## config.mk

```make
export PLATFORM = sky130hd
export DESIGN_NAME = vpi_unit
export DESIGN_NICKNAME = d
export VERILOG_FILES = /design/src/verilog/vpi_unit.v
export VERILOG_INCLUDE_DIRS = /design/src /design/src/verilog
export SDC_FILE = /design/constraint.sdc
export NUM_CORES = 1
export LEC_CHECK = 0
export ABC_AREA = 1
export ABC_CLOCK_PERIOD_IN_PS = 2950
export BUFFER_PORTS_ARGS = -buffer_cell sky130_fd_sc_hd__buf_2
export CAP_MARGIN = 10
export CORE_MARGIN = 8
export CORE_UTILIZATION = 31
export CTS_CLUSTER_DIAMETER = 150
export DETAILED_ROUTE_END_ITERATION = 6
export PLACE_DENSITY_LB_ADDON = 0.1
export SKIP_CTS_REPAIR_TIMING = 1
export SLEW_MARGIN = 10
export SYNTH_ARGS = -nofsm -noshare
export SYNTH_HDL_FRONTEND = slang
export SYNTH_SLANG_ARGS = --single-unit
```

## constraint.sdc

```tcl
create_clock -name ref_clk_in -period 2.95 [get_ports ref_clk_in]
set_input_delay 0.59 -clock ref_clk_in [delete_from_list [all_inputs] [get_ports ref_clk_in]]
set_output_delay 0.59 -clock ref_clk_in [all_outputs]
set_load 0.03 [all_outputs]
```

## src/verilog/vpi_consts.vh

```
// constants for the vectored priority interrupt unit
// assumes a 32-bit axi4-lite register bus and one 200 MHz clock
`ifndef VPI_CONSTS_VH
`define VPI_CONSTS_VH

// register byte offsets
`define VPI_OFS_REQ 4'h0
`define VPI_OFS_ENA 4'h4
`define VPI_OFS_CTRL 4'h8
`define VPI_OFS_STAT 4'hC

// control register fields
`define VPI_CTRL_IDIS 0
`define VPI_CTRL_POL_LO 1
`define VPI_CTRL_SEL_LO 6

// reset values
`define VPI_REQ_RST 15'h0000
`define VPI_ENA_RST 15'h0000
`define VPI_POL_RST 5'h00
`define VPI_SEL_RST 4'h0
`define VPI_IDIS_RST 1'b1

// vector low addresses; the high byte sits one above
`define VPI_VEC_RESET 16'hFFFC
`define VPI_VEC_FIRST 16'hFFFA
`define VPI_VEC_BREAK 16'hFFDC

// priority numbers
`define VPI_PRI_RESET 5'h01
`define VPI_PRI_FIRST 5'h02
`define VPI_PRI_BREAK 5'h11

// grant kinds
`define VPI_GK_NONE 2'h0
`define VPI_GK_RESET 2'h1
`define VPI_GK_MASK 2'h2
`define VPI_GK_BREAK 2'h3

// axi responses
`define VPI_RESP_OKAY 2'h0
`define VPI_RESP_SLVERR 2'h2

`endif

```

## src/verilog/vpi_unit.v

```verilog
// vectored fixed-priority interrupt unit with axi4-lite registers
// assumes source events are one-cycle pulses synchronous to ref_clk_in,
// pin and display lines are levels, and the core acks one grant at a time
//
// The address map and register access over AXI4-Lite were left to the implementer.
`timescale 1ns/100ps
`include "vpi_consts.vh"

module vpi_unit #(
  parameter NSLOT = 15 // maskable vector slots, priorities 2 to 16
)(
  input wire ref_clk_in, // 200 MHz system clock
  input wire reset_n_in, // synchronous reset, active low
  // axi4-lite slave
  input wire [3:0] s_axi_awaddr_in, // write address
  input wire s_axi_awvalid_in, // write address valid
  output reg s_axi_awready_out, // write address ready
  input wire [31:0] s_axi_wdata_in, // write data
  input wire [3:0] s_axi_wstrb_in, // write strobes
  input wire s_axi_wvalid_in, // write data valid
  output reg s_axi_wready_out, // write data ready
  output reg [1:0] s_axi_bresp_out, // write response
  output reg s_axi_bvalid_out, // write response valid
  input wire s_axi_bready_in, // write response ready
  input wire [3:0] s_axi_araddr_in, // read address
  input wire s_axi_arvalid_in, // read address valid
  output reg s_axi_arready_out, // read address ready
  output reg [31:0] s_axi_rdata_out, // read data
  output reg [1:0] s_axi_rresp_out, // read response
  output reg s_axi_rvalid_out, // read data valid
  input wire s_axi_rready_in, // read data ready
  // sources
  input wire ext_irq_pin_zero_in, // external pin 0 level
  input wire ext_irq_pin_one_in, // external pin 1 level
  input wire ext_irq_pin_two_in, // external pin 2 level
  input wire ext_irq_pin_three_in, // external pin 3 level
  input wire ext_irq_pin_four_in, // external pin 4 level
  input wire remote_ovf_in, // remote-control counter overflow pulse
  input wire interval_active_in, // interval determination running
  input wire sio1_done_in, // serial 1 ordinary transfer done pulse
  input wire sio1_auto_done_in, // serial 1 last auto transfer pulse
  input wire sio1_auto_mode_in, // serial 1 automatic mode selected
  input wire [6:0] timer_unf_in, // bit0 16-bit timer, bits 6:1 timers 1-6
  input wire sio2_rx_done_in, // serial 2 receive done pulse
  input wire sio2_tx_done_in, // serial 2 transmit done pulse
  input wire adc_done_in, // conversion done pulse
  input wire vacuum_display_blank_in, // last timing before blanking
  input wire vacuum_display_digit_in, // digit timing level
  input wire break_instruction_in, // break executed pulse
  input wire stop_instruction_in, // core waits for oscillator
  // core side
  input wire int_ack_in, // core accepts the offered grant
  output reg irq_req_out, // a grant is offered
  output reg [4:0] irq_priority_out, // priority of offered grant
  output reg [15:0] irq_vector_out, // vector low address of grant
  output reg push_state_out, // pulse: push counter and status
  output reg load_pc_out, // pulse: load counter from vector
  output reg [15:0] load_vector_out, // vector for load_pc_out
  output reg stop_wait_done_out // pulse: stop oscillator wait over
);

  // ------------------------------------------------------------
  // state
  // ------------------------------------------------------------
  reg [NSLOT-1:0] req_reg;
  reg [NSLOT-1:0] ena_reg;
  reg [4:0] pol_reg;
  reg [3:0] sel_reg;
  reg idis_reg;
  reg break_pend_reg;
  reg reset_pend_reg;
  reg [4:0] pin_prev_reg;
  reg blank_prev_reg;
  reg digit_prev_reg;
  reg [1:0] gkind_reg;
  reg [3:0] gidx_reg;
  reg [3:0] aw_addr_reg;
  reg aw_have_reg;
  reg [31:0] w_data_reg;
  reg [3:0] w_strb_reg;
  reg w_have_reg;

  // ------------------------------------------------------------
  // source events
  // ------------------------------------------------------------
  wire [4:0] pin_now;
  wire [4:0] pin_eff;
  wire [4:0] pin_edge;
  wire blank_fall;
  wire digit_rise;
  wire [NSLOT-1:0] src_set;

  assign pin_now = {ext_irq_pin_four_in, ext_irq_pin_three_in,
                    ext_irq_pin_two_in, ext_irq_pin_one_in,
                    ext_irq_pin_zero_in};
  // polarity 1 selects falling; a polarity change flips the effective
  // level and can look like an edge, which is why software re-clears
  assign pin_eff = pin_now ^ pol_reg;
  assign pin_edge = pin_eff & ~pin_prev_reg;
  assign blank_fall = ~vacuum_display_blank_in & blank_prev_reg;
  assign digit_rise = vacuum_display_digit_in & ~digit_prev_reg;

  assign src_set[0] = pin_edge[0];
  assign src_set[1] = pin_edge[1];
  assign src_set[2] = sel_reg[0] ? (remote_ovf_in & interval_active_in)
                      : pin_edge[2];
  assign src_set[3] = sio1_auto_mode_in ? sio1_auto_done_in
                      : sio1_done_in;
  assign src_set[10:4] = timer_unf_in;
  assign src_set[11] = sio2_rx_done_in;
  assign src_set[12] = sel_reg[1] ? sio2_tx_done_in
                       : pin_edge[3];
  assign src_set[13] = sel_reg[2] ? adc_done_in
                       : pin_edge[4];
  assign src_set[14] = sel_reg[3] ? digit_rise
                       : blank_fall;

  // ------------------------------------------------------------
  // arbitration
  // ------------------------------------------------------------
  wire [NSLOT-1:0] qual;
  reg [3:0] win_idx;
  reg win_any;
  reg [1:0] gkind_next;
  integer k;

  assign qual = req_reg & ena_reg & {NSLOT{~idis_reg}};

  always @*
  begin
    win_idx = 4'h0;
    win_any = 1'b0;
    // scan from lowest priority so the highest one lands last
    for (k = NSLOT - 1; k >= 0; k = k - 1)
    begin
      if (qual[k])
      begin
        win_idx = k[3:0];
        win_any = 1'b1;
      end
    end
    if (reset_pend_reg)
      gkind_next = `VPI_GK_RESET;
    else if (win_any)
      gkind_next = `VPI_GK_MASK;
    else if (break_pend_reg)
      gkind_next = `VPI_GK_BREAK;
    else
      gkind_next = `VPI_GK_NONE;
  end

  wire accept;
  wire [15:0] gvec;
  wire [15:0] win_vec;
  wire [4:0] win_pri;

  assign accept = irq_req_out & int_ack_in;
  assign gvec = (gkind_reg == `VPI_GK_RESET) ? `VPI_VEC_RESET :
                (gkind_reg == `VPI_GK_BREAK) ? `VPI_VEC_BREAK :
                (`VPI_VEC_FIRST - {11'h000, gidx_reg, 1'b0});
  assign win_vec = (gkind_next == `VPI_GK_RESET) ? `VPI_VEC_RESET :
                   (gkind_next == `VPI_GK_BREAK) ? `VPI_VEC_BREAK :
                   (`VPI_VEC_FIRST - {11'h000, win_idx, 1'b0});
  assign win_pri = (gkind_next == `VPI_GK_RESET) ? `VPI_PRI_RESET :
                   (gkind_next == `VPI_GK_BREAK) ? `VPI_PRI_BREAK :
                   (`VPI_PRI_FIRST + {1'b0, win_idx});

  // ------------------------------------------------------------
  // register bus decode
  // ------------------------------------------------------------
  wire do_write;
  wire [3:0] wr_addr;
  wire [31:0] wr_data;
  wire [3:0] wr_strb;
  wire wr_req;
  wire wr_ena;
  wire wr_ctrl;
  wire wr_ok;
  wire do_read;
  reg [31:0] rd_data;
  reg rd_ok;

  assign wr_addr = aw_have_reg ? aw_addr_reg : s_axi_awaddr_in;
  assign wr_data = w_have_reg ? w_data_reg : s_axi_wdata_in;
  assign wr_strb = w_have_reg ? w_strb_reg : s_axi_wstrb_in;
  assign do_write = (aw_have_reg | (s_axi_awvalid_in & s_axi_awready_out))
                    & (w_have_reg | (s_axi_wvalid_in & s_axi_wready_out))
                    & ~s_axi_bvalid_out;
  assign wr_req = do_write & (wr_addr == `VPI_OFS_REQ);
  assign wr_ena = do_write & (wr_addr == `VPI_OFS_ENA);
  assign wr_ctrl = do_write & (wr_addr == `VPI_OFS_CTRL);
  assign wr_ok = (wr_addr == `VPI_OFS_REQ) | (wr_addr == `VPI_OFS_ENA) |
                 (wr_addr == `VPI_OFS_CTRL) | (wr_addr == `VPI_OFS_STAT);
  assign do_read = s_axi_arvalid_in & s_axi_arready_out;

  always @*
  begin
    rd_ok = 1'b1;
    case (s_axi_araddr_in)
      `VPI_OFS_REQ: rd_data = {16'h0000, break_pend_reg, req_reg};
      `VPI_OFS_ENA: rd_data = {17'h00000, ena_reg};
      `VPI_OFS_CTRL: rd_data = {22'h000000, sel_reg, pol_reg, idis_reg};
      `VPI_OFS_STAT: rd_data = {16'h0000, reset_pend_reg, 2'h0,
                                irq_priority_out, 7'h00, irq_req_out};
      default:
      begin
        rd_data = 32'h00000000;
        rd_ok = 1'b0;
      end
    endcase
  end

  // ------------------------------------------------------------
  // request bits, one per slot
  // ------------------------------------------------------------
  genvar g;
  generate
    for (g = 0; g < NSLOT; g = g + 1)
    begin : slot
      wire sw_clr;
      wire hw_clr;
      // writing 0 clears, writing 1 leaves the bit alone
      assign sw_clr = wr_req & wr_strb[g / 8] & ~wr_data[g];
      assign hw_clr = accept & (gkind_reg == `VPI_GK_MASK) &
                      (gidx_reg == g);
      always @(posedge ref_clk_in)
      begin
        if (!reset_n_in)
          req_reg[g] <= 1'b0;
        else if (src_set[g])
          req_reg[g] <= 1'b1; // set beats any clear
        else if (sw_clr | hw_clr)
          req_reg[g] <= 1'b0;
      end
    end
  endgenerate

  // ------------------------------------------------------------
  // control state and core handshake
  // ------------------------------------------------------------
  always @(posedge ref_clk_in)
  begin
    if (!reset_n_in)
    begin
      ena_reg <= `VPI_ENA_RST;
      pol_reg <= `VPI_POL_RST;
      sel_reg <= `VPI_SEL_RST;
      idis_reg <= `VPI_IDIS_RST;
      break_pend_reg <= 1'b0;
      reset_pend_reg <= 1'b1;
      pin_prev_reg <= 5'h00;
      blank_prev_reg <= 1'b0;
      digit_prev_reg <= 1'b0;
      gkind_reg <= `VPI_GK_NONE;
      gidx_reg <= 4'h0;
      irq_req_out <= 1'b0;
      irq_priority_out <= 5'h00;
      irq_vector_out <= 16'h0000;
      push_state_out <= 1'b0;
      load_pc_out <= 1'b0;
      load_vector_out <= 16'h0000;
      stop_wait_done_out <= 1'b0;
    end
    else
    begin
      pin_prev_reg <= pin_eff;
      blank_prev_reg <= vacuum_display_blank_in;
      digit_prev_reg <= vacuum_display_digit_in;
      if (wr_ena)
      begin
        if (wr_strb[0])
          ena_reg[7:0] <= wr_data[7:0];
        if (wr_strb[1])
          ena_reg[14:8] <= wr_data[14:8];
      end
      if (wr_ctrl & wr_strb[0])
      begin
        pol_reg <= wr_data[`VPI_CTRL_POL_LO+4:`VPI_CTRL_POL_LO];
      end
      if (wr_ctrl & wr_strb[1])
        sel_reg <= wr_data[`VPI_CTRL_SEL_LO+3:`VPI_CTRL_SEL_LO];
      // hardware set on acceptance wins over a software clear
      if (accept)
        idis_reg <= 1'b1;
      else if (wr_ctrl & wr_strb[0])
        idis_reg <= wr_data[`VPI_CTRL_IDIS];
      if (break_instruction_in)
        break_pend_reg <= 1'b1;
      else if (accept & (gkind_reg == `VPI_GK_BREAK))
        break_pend_reg <= 1'b0;
      if (accept & (gkind_reg == `VPI_GK_RESET))
        reset_pend_reg <= 1'b0;
      // the offered grant's vector is captured into load_vector_out in the ack cycle so the core
      // always services exactly what it acknowledged
      gkind_reg <= gkind_next;
      gidx_reg <= win_idx;
      irq_req_out <= (gkind_next != `VPI_GK_NONE) & ~accept;
      irq_priority_out <= win_pri;
      irq_vector_out <= win_vec;
      push_state_out <= accept;
      load_pc_out <= push_state_out;
      if (accept)
        load_vector_out <= gvec;
      stop_wait_done_out <= stop_instruction_in & timer_unf_in[2];
    end
  end

  // ------------------------------------------------------------
  // axi4-lite handshakes
  // ------------------------------------------------------------
  always @(posedge ref_clk_in)
  begin
    if (!reset_n_in)
    begin
      aw_have_reg <= 1'b0;
      aw_addr_reg <= 4'h0;
      w_have_reg <= 1'b0;
      w_data_reg <= 32'h00000000;
      w_strb_reg <= 4'h0;
      s_axi_awready_out <= 1'b0;
      s_axi_wready_out <= 1'b0;
      s_axi_bvalid_out <= 1'b0;
      s_axi_bresp_out <= `VPI_RESP_OKAY;
      s_axi_arready_out <= 1'b0;
      s_axi_rvalid_out <= 1'b0;
      s_axi_rresp_out <= `VPI_RESP_OKAY;
      s_axi_rdata_out <= 32'h00000000;
    end
    else
    begin
      if (s_axi_awvalid_in & s_axi_awready_out & ~do_write)
      begin
        aw_have_reg <= 1'b1;
        aw_addr_reg <= s_axi_awaddr_in;
      end
      if (s_axi_wvalid_in & s_axi_wready_out & ~do_write)
      begin
        w_have_reg <= 1'b1;
        w_data_reg <= s_axi_wdata_in;
        w_strb_reg <= s_axi_wstrb_in;
      end
      if (do_write)
      begin
        aw_have_reg <= 1'b0;
        w_have_reg <= 1'b0;
        s_axi_bvalid_out <= 1'b1;
        s_axi_bresp_out <= wr_ok ? `VPI_RESP_OKAY : `VPI_RESP_SLVERR;
      end
      else if (s_axi_bready_in)
        s_axi_bvalid_out <= 1'b0;
      // one write in flight: ready drops once a channel is taken
      s_axi_awready_out <= ~s_axi_bvalid_out & ~do_write & ~aw_have_reg &
                           ~(s_axi_awvalid_in & s_axi_awready_out);
      s_axi_wready_out <= ~s_axi_bvalid_out & ~do_write & ~w_have_reg &
                          ~(s_axi_wvalid_in & s_axi_wready_out);
      if (do_read)
      begin
        s_axi_rvalid_out <= 1'b1;
        s_axi_rdata_out <= rd_data;
        s_axi_rresp_out <= rd_ok ? `VPI_RESP_OKAY : `VPI_RESP_SLVERR;
      end
      else if (s_axi_rready_in)
        s_axi_rvalid_out <= 1'b0;
      s_axi_arready_out <= ~s_axi_rvalid_out & ~do_read & ~s_axi_arready_out;
    end
  end

endmodule
```

# --- After elaboration in Yosys (flattened, before gate mapping) ---
# Cells that the tools add are included.
op_classes:
  mux: 87
  n_addsub: 3
  eq_ne: 25
  bitwise: 114
  reduce_logical: 29
ops:
  columns: ["operator", "n"]
  rows:
  - ["16-bit two-way mux", 4]
  - ["4-bit two-way mux", 16]
  - ["16-bit one-hot mux with 4 select lines", 1]
  - ["1-bit bitwise AND", 60]
  - ["1-bit two-way mux", 58]
  - ["4-bit == test, second input constant", 11]
  - ["2-bit nonzero test", 19]
  - ["15-bit bitwise AND", 2]
  - ["1-bit inverter", 29]
  - ["4-bit by 3-bit == test with 1-bit output, second input constant", 6]
  - ["1-bit OR", 20]
  - ["15-bit two-way mux", 1]
  - ["4-bit by 6-bit subtractor with 7-bit output, first input constant", 2]
  - ["4-bit zero test", 3]
  - ["2-bit two-way mux", 6]
  - ["4-bit by 2-bit == test with 1-bit output, second input constant", 2]
  - ["2-bit == test, second input constant", 3]
  - ["2-bit OR reduction", 3]
  - ["2-bit by 4-bit adder with 5-bit output, first input constant", 1]
  - ["5-bit bitwise AND", 1]
  - ["5-bit two-way mux", 1]
  - ["5-bit inverter", 1]
  - ["5-bit bitwise XOR", 1]
  - ["2-bit by 1-bit == test with 1-bit output, second input constant", 2]
  - ["other kinds (4)", 5]
word_totals:
  regBits: 160
  output_inout_bits: 82
  elab_cells: 308

# --- Longest topological paths before layout ---
depth:
  word_depth: 22
  depth_mapped: 16
  ltp_nobuf: 16

# --- Worst setup path before layout ---
# OpenSTA, ideal clock, no wires.
synth_timing:
  path_type: "reg-to-reg"
  startpoint: "register idis_reg"
  endpoint: "register irq_vector_out[3]"
  setup_slack_ps: 1230
  arrival_time_ps: 1605
  t_required_ps: 2835
  setup_ps: 115
  path_stages_with_launch: 15
  period_less_slack_ps: 1720
  path_cell_list: "dfxtp_1 > buf_4 > nor3_1 > inv_1 > nand2_1 > o21bai_1 > nand2_1 > nand2_1 > nand2_1 > nand2_1 > inv_1 > ha_1 > inv_1 > o21ai_0 > inv_1"
synth_via:
  elab_cells_between_ends: 39
synth_lines:
  columns: ["item", "line", "source"]
  rows:
  - ["start, declared", "vpi_unit.v:69", "reg idis_reg;"]
  - ["start signal, assigned", "vpi_unit.v:248", "idis_reg <= `VPI_IDIS_RST;"]
  - ["start signal, assigned", "vpi_unit.v:286", "idis_reg <= wr_data[`VPI_CTRL_IDIS];"]
  - ["1-bit inverter *", "vpi_unit.v:127", "assign qual = req_reg & ena_reg & {NSLOT{~idis_reg}};"]
  - ["15-bit bitwise AND *", "vpi_unit.v:127", null]
  - ["4-bit two-way mux (14 in a row)", "vpi_unit.v:136", "if (qual[k])"]
  - ["4-bit two-way mux *", "vpi_unit.v:136", null]
  - ["named net win_idx[1]", "vpi_unit.v:122", "reg [3:0] win_idx;"]
  - ["4-bit by 6-bit subtractor with 7-bit output (no line) *", null, null]
  - ["16-bit two-way mux *", "vpi_unit.v:162", "(gkind_next == `VPI_GK_BREAK) ? `VPI_VEC_BREAK :"]
  - ["16-bit two-way mux *", "vpi_unit.v:161", "assign win_vec = (gkind_next == `VPI_GK_RESET) ? `VPI_VEC_RESET :"]
  - ["end signal, assigned", "vpi_unit.v:299", "irq_vector_out <= win_vec;"]
  - ["end, declared", "vpi_unit.v:55", "output reg [15:0] irq_vector_out,"]
# Mark *: on every way through the listed nets, which the timed path passes. The rest lies on a longest branch.
# A chain may end at the register's enable or synchronous reset.

# --- Worst setup path after layout ---
layout_timing:
  startpoint: "register w_have_reg"
  endpoint: "register ena_reg[12]"
layout_via:
  elab_chain_len: 5
  elab_cells_between_ends: 7
layout_lines:
  columns: ["item", "line", "source"]
  rows:
  - ["start, declared", "vpi_unit.v:81", "reg w_have_reg;"]
  - ["start signal, assigned", "vpi_unit.v:317", "w_have_reg <= 1'b0;"]
  - ["start signal, assigned", "vpi_unit.v:338", "w_have_reg <= 1'b1;"]
  - ["start signal, assigned", "vpi_unit.v:345", "w_have_reg <= 1'b0;"]
  - ["1-bit OR", "vpi_unit.v:187", "& (w_have_reg | (s_axi_wvalid_in & s_axi_wready_out))"]
  - ["1-bit bitwise AND", "vpi_unit.v:187", null]
  - ["1-bit bitwise AND", "vpi_unit.v:188", "& ~s_axi_bvalid_out;"]
  - ["1-bit bitwise AND", "vpi_unit.v:190", "assign wr_ena = do_write & (wr_addr == `VPI_OFS_ENA);"]
  - ["2-bit AND reduction (no line)", null, null]
  - ["end signal, assigned", "vpi_unit.v:245", "ena_reg <= `VPI_ENA_RST;"]
  - ["end signal, assigned", "vpi_unit.v:274", "ena_reg[14:8] <= wr_data[14:8];"]
  - ["end, declared", "vpi_unit.v:66", "reg [NSLOT-1:0] ena_reg;"]
# Parallel ways exist; a longest one is shown, timed or not.

==> metrics.md <==
| Metric | Value |
|---|---|
| Share of total power in sequential cells | approximately two fifths |
| Gate power share | 11.1% |
| Headroom to the max-slew limit | 49.9% |
| Placer Congestion | around 0.86 |
| R2R Path End | ena_reg[12] |
| Post-synthesis sequential area ratio | between 40% and 50% |
| Number of buffers inserted during clock tree synthesis | 17 |
| Post-Syn Area | 5590 um^2 |
| Std-Cell Core Area | between 15000 and 20000 um^2 |
| Global router's overall resource usage | 14.9% |
| Effective utilization at floorplan | a little under a third |
| Number of nets in the finished design | 938 |
| Most used cells in the layout excluding fill and tap cells | 151 x sky130_fd_sc_hd__nand2_1, 122 x sky130_fd_sc_hd__dfxtp_1, 118 x sky130_fd_sc_hd__buf_2 |
| Initial drt markers | 335 |
| Antenna Violating Nets Remaining | 0 |
| Post-route clock skew | 0.00763 ns |
| Setup slack of the most critical reg-to-reg path | 0.74 ns |
| Worst vdd rail ir drop | 0.406 mV |
| Clk pwr share | 48.5% |
| Post-Route Hold Slack | 0.377 ns |
| Max-slew violation count | 0 |
| Average vias per placed instance | roughly 4.6 |
| Endpoints failing hold | 0 |
| Routed wire length | approximately 17000 um |
| First-pass GRT wire length | 26000 um |
| Detailed-route via count | 5095 |
| Most common cell after layout, fill and taps aside | sky130_fd_sc_hd__nand2_1 |
| Number of synthesized register bits | between 100 and 150 |
| Cell depth of the worst min-delay path | 3 |
| Start-to-end type of the worst setup path | reg2reg |
| Setup Viol. Count Final | 0 |
| Register with the most flip-flops | s_axi_rdata_out |
| Number of enable-type register cells in the synthesized netlist | 0 |
| Number of antenna violations at the first check in global routing | 0 |
| Final setup TNS | 0 ns |
| Layout cells sized above 1 | 20.5% |
| Status | complete, no violations |
| Origin of the worst min-delay path | vacuum_display_digit_in |
| Placed standard-cell area | roughly 6200 um^2 |
| Detailed-route wire length per cell | around 15 um |
| Post-placement cell count | 1070 |
| Clock transition at path regs | around 0.05 ns |
| Worst Setup End Kind | flop |
| Port-buffer cells | 118 |
| Areal power density over the cells | 648 nW/um^2 |
| Max-capacitance violation count | 0 |
| Number of sinks on the clock net | 122 |
| Number of warnings issued by yosys | 0 |
| Most frequently used flop master after synthesis | sky130_fd_sc_hd__dfxtp_1 |
| Number of distinct library cells after synthesis | 47 |
| Ant diodes | 0 |
| Worst hold path endpoint | digit_prev_reg |
| Synth async-reset ratio | 0% |
| Reg2Reg Depth | 6 |
| Largest driver fanout on the critical path | 24 |
| Count of H-tree levels built during CTS | 4 |
| Horizontal die dimension | 150 um |
| Switching power as a share of total power | about 26% |
| Arrival time reported for the critical path endpoint | 2.50 ns |
| Flip-flop count of the largest register after layout | 16 |
| Setup crit start kind | flop |
| Pin count of the biggest net entering global routing | 59 |
| Clk Latency, worst-skew pair | 0.42 ns |
| Tightest Pin Transition | approximately 0.75 ns |
| Cell internal power dissipation | between 3000 and 4000 uW |
| Die ar. | 22600 um^2 |
| Vertical die dimension | 150 um |
| Row count | 49 |
| Startpoint of the worst register-to-register path | w_have_reg |
| 1st-pass router iterations | 5 |
| P_leak | between 0.003 and 0.004 uW |
| Boundary pin count | about 160 |
| Post-route clock period utilization | between 70% and 80% |
| Detailed placement HPWL | 13000 um |
| Root buffer cell | sky130_fd_sc_hd__clkbuf_16 |
| Unrepaired setup endpoints after global routing | false |
| Syn avg cell area | 7.36 um^2 |
| Clock buffer depth | 2 |
| Net switching power | 1130 uW |
| Area added between synthesis and finish | 21.5% |
| Worst Path Required | 3.24 ns |
| Final standard cell count with taps included and fillers excluded | 1102 |
| Design area | between 6000 and 7000 um^2 |
| Overflow left after global routing | 0 |
| Vias in the first global route | 4966 |
| Mapped Cells | 760 |
| Max Freq | between 400 and 500 MHz |
| Post-route DRC violation count | 0 |
| TritonCTS clock tree | built |
| Hold Path Class | in2reg |
| Clock period minus worst slack | 2.21 ns |
[cell usage after synthesis (2+ instances only)]
library cell	number	area (um^2)
sky130_fd_sc_hd__a31oi_1	8	50.1
sky130_fd_sc_hd__o2111ai_1	2	17.5
sky130_fd_sc_hd__nor2_4	3	33.8
sky130_fd_sc_hd__nand3_4	3	52.6
sky130_fd_sc_hd__nand3_1	26	130
sky130_fd_sc_hd__inv_1	106	398
sky130_fd_sc_hd__a21oi_2	2	17.5
sky130_fd_sc_hd__o22ai_1	5	31.3
sky130_fd_sc_hd__mux2i_1	2	20.0
sky130_fd_sc_hd__nand2_1	151	567
sky130_fd_sc_hd__o21ai_1	11	55.1
sky130_fd_sc_hd__a32o_1	2	20.0
sky130_fd_sc_hd__nor2_2	2	12.5
sky130_fd_sc_hd__nor3_1	11	55.1
sky130_fd_sc_hd__xnor2_1	6	52.6
sky130_fd_sc_hd__nand4_1	2	12.5
sky130_fd_sc_hd__o211ai_1	11	82.6
sky130_fd_sc_hd__o31ai_1	2	15.0
sky130_fd_sc_hd__o21ai_0	70	350
sky130_fd_sc_hd__buf_2	4	20.0
sky130_fd_sc_hd__nor3_4	2	32.5
sky130_fd_sc_hd__dfxtp_1	122	2440
sky130_fd_sc_hd__buf_6	2	22.5
sky130_fd_sc_hd__clkbuf_1	17	63.8
sky130_fd_sc_hd__nor2_1	53	199
sky130_fd_sc_hd__inv_2	6	22.5
sky130_fd_sc_hd__buf_4	39	293
sky130_fd_sc_hd__ha_1	2	25.0
sky130_fd_sc_hd__a21oi_1	68	340
sky130_fd_sc_hd__nand3_2	3	30.0
[cell families after synthesis]
kind of cell | after synthesis | share of synthesized area (%)
XOR/XNOR | 6 | 0.940
multiplexers | 2 | 0.358
AND/OR/NAND/NOR | 260 | 20.6
flip-flops | 122 | 43.7
buffers and inverters | 177 | 15.0
other | 1 | 0.0671
AO/OA/AOI/OAI | 190 | 19.0
adder cells (fa/ha/maj) | 2 | 0.447
[layout make-up]
class | count | area [um^2]
inverters | 114 | 434
well taps | 229 | 287
repair buffers | 125 | 643
fillers | 1912 | 11000
multi-input cells | 480 | 2380
flip-flops and latches | 122 | 2440
clock buffers | 24 | 492
clock inverters | 8 | 115
[worst max-delay path: stages (launching register included)]
cell and delay (ns):
sky130_fd_sc_hd__dfxtp_1 0.77, sky130_fd_sc_hd__nor2_1 0.20, sky130_fd_sc_hd__nor2_4 0.16, sky130_fd_sc_hd__buf_4 0.23
sky130_fd_sc_hd__nand3_2 0.28, sky130_fd_sc_hd__o21ai_0 0.35, sky130_fd_sc_hd__a21oi_1 0.07
[power by group through the flow]
stage | Sequential (uW) | Clock [uW] | Combinational, uW
final | 1780 | 2140 | 490
after global routing | 1790 | 2270 | 540
after CTS | 1780 | 2180 | 495
after detailed placement | 1810 | 0 | 493
after global placement | 1810 | 0 | 485
after floorplan | 1840 | 0 | 342
[layer usage]
metal,share of wire [%],GRT usage (%),vias up
li1,-,-,2610
met1,46,18.8,2310
met2,44,23.0,156
met3,8.0,4.69,19
met4,1.9,6.10,0
met5,0,0,-
[how the worst max path moves through the flow]
stage,from,cells after the start,slack (ns),to
after floorplan,idis_reg,14,1.23,irq_vector_out[3]
after global placement,w_have_reg,6,0.79,ena_reg[12]
after detailed placement,w_have_reg,6,0.75,ena_reg[12]
after CTS,w_have_reg,6,0.73,ena_reg[12]
after global routing,w_have_reg,6,0.50,ena_reg[12]
final,w_have_reg,6,0.74,ena_reg[12]
[stage by stage]
step | setup slack (ns) | power [uW] | utilization (%)
after floorplan | 1.23 | 2180 | -
after global placement | 0.788 | 2300 | 34.7
after detailed placement | 0.745 | 2310 | 34.7
after CTS | 0.731 | 4460 | 38.1
after global routing | 0.504 | 4600 | 38.1
final | 0.744 | 4410 | 38.1
Power figures use the tool's default switching activity.
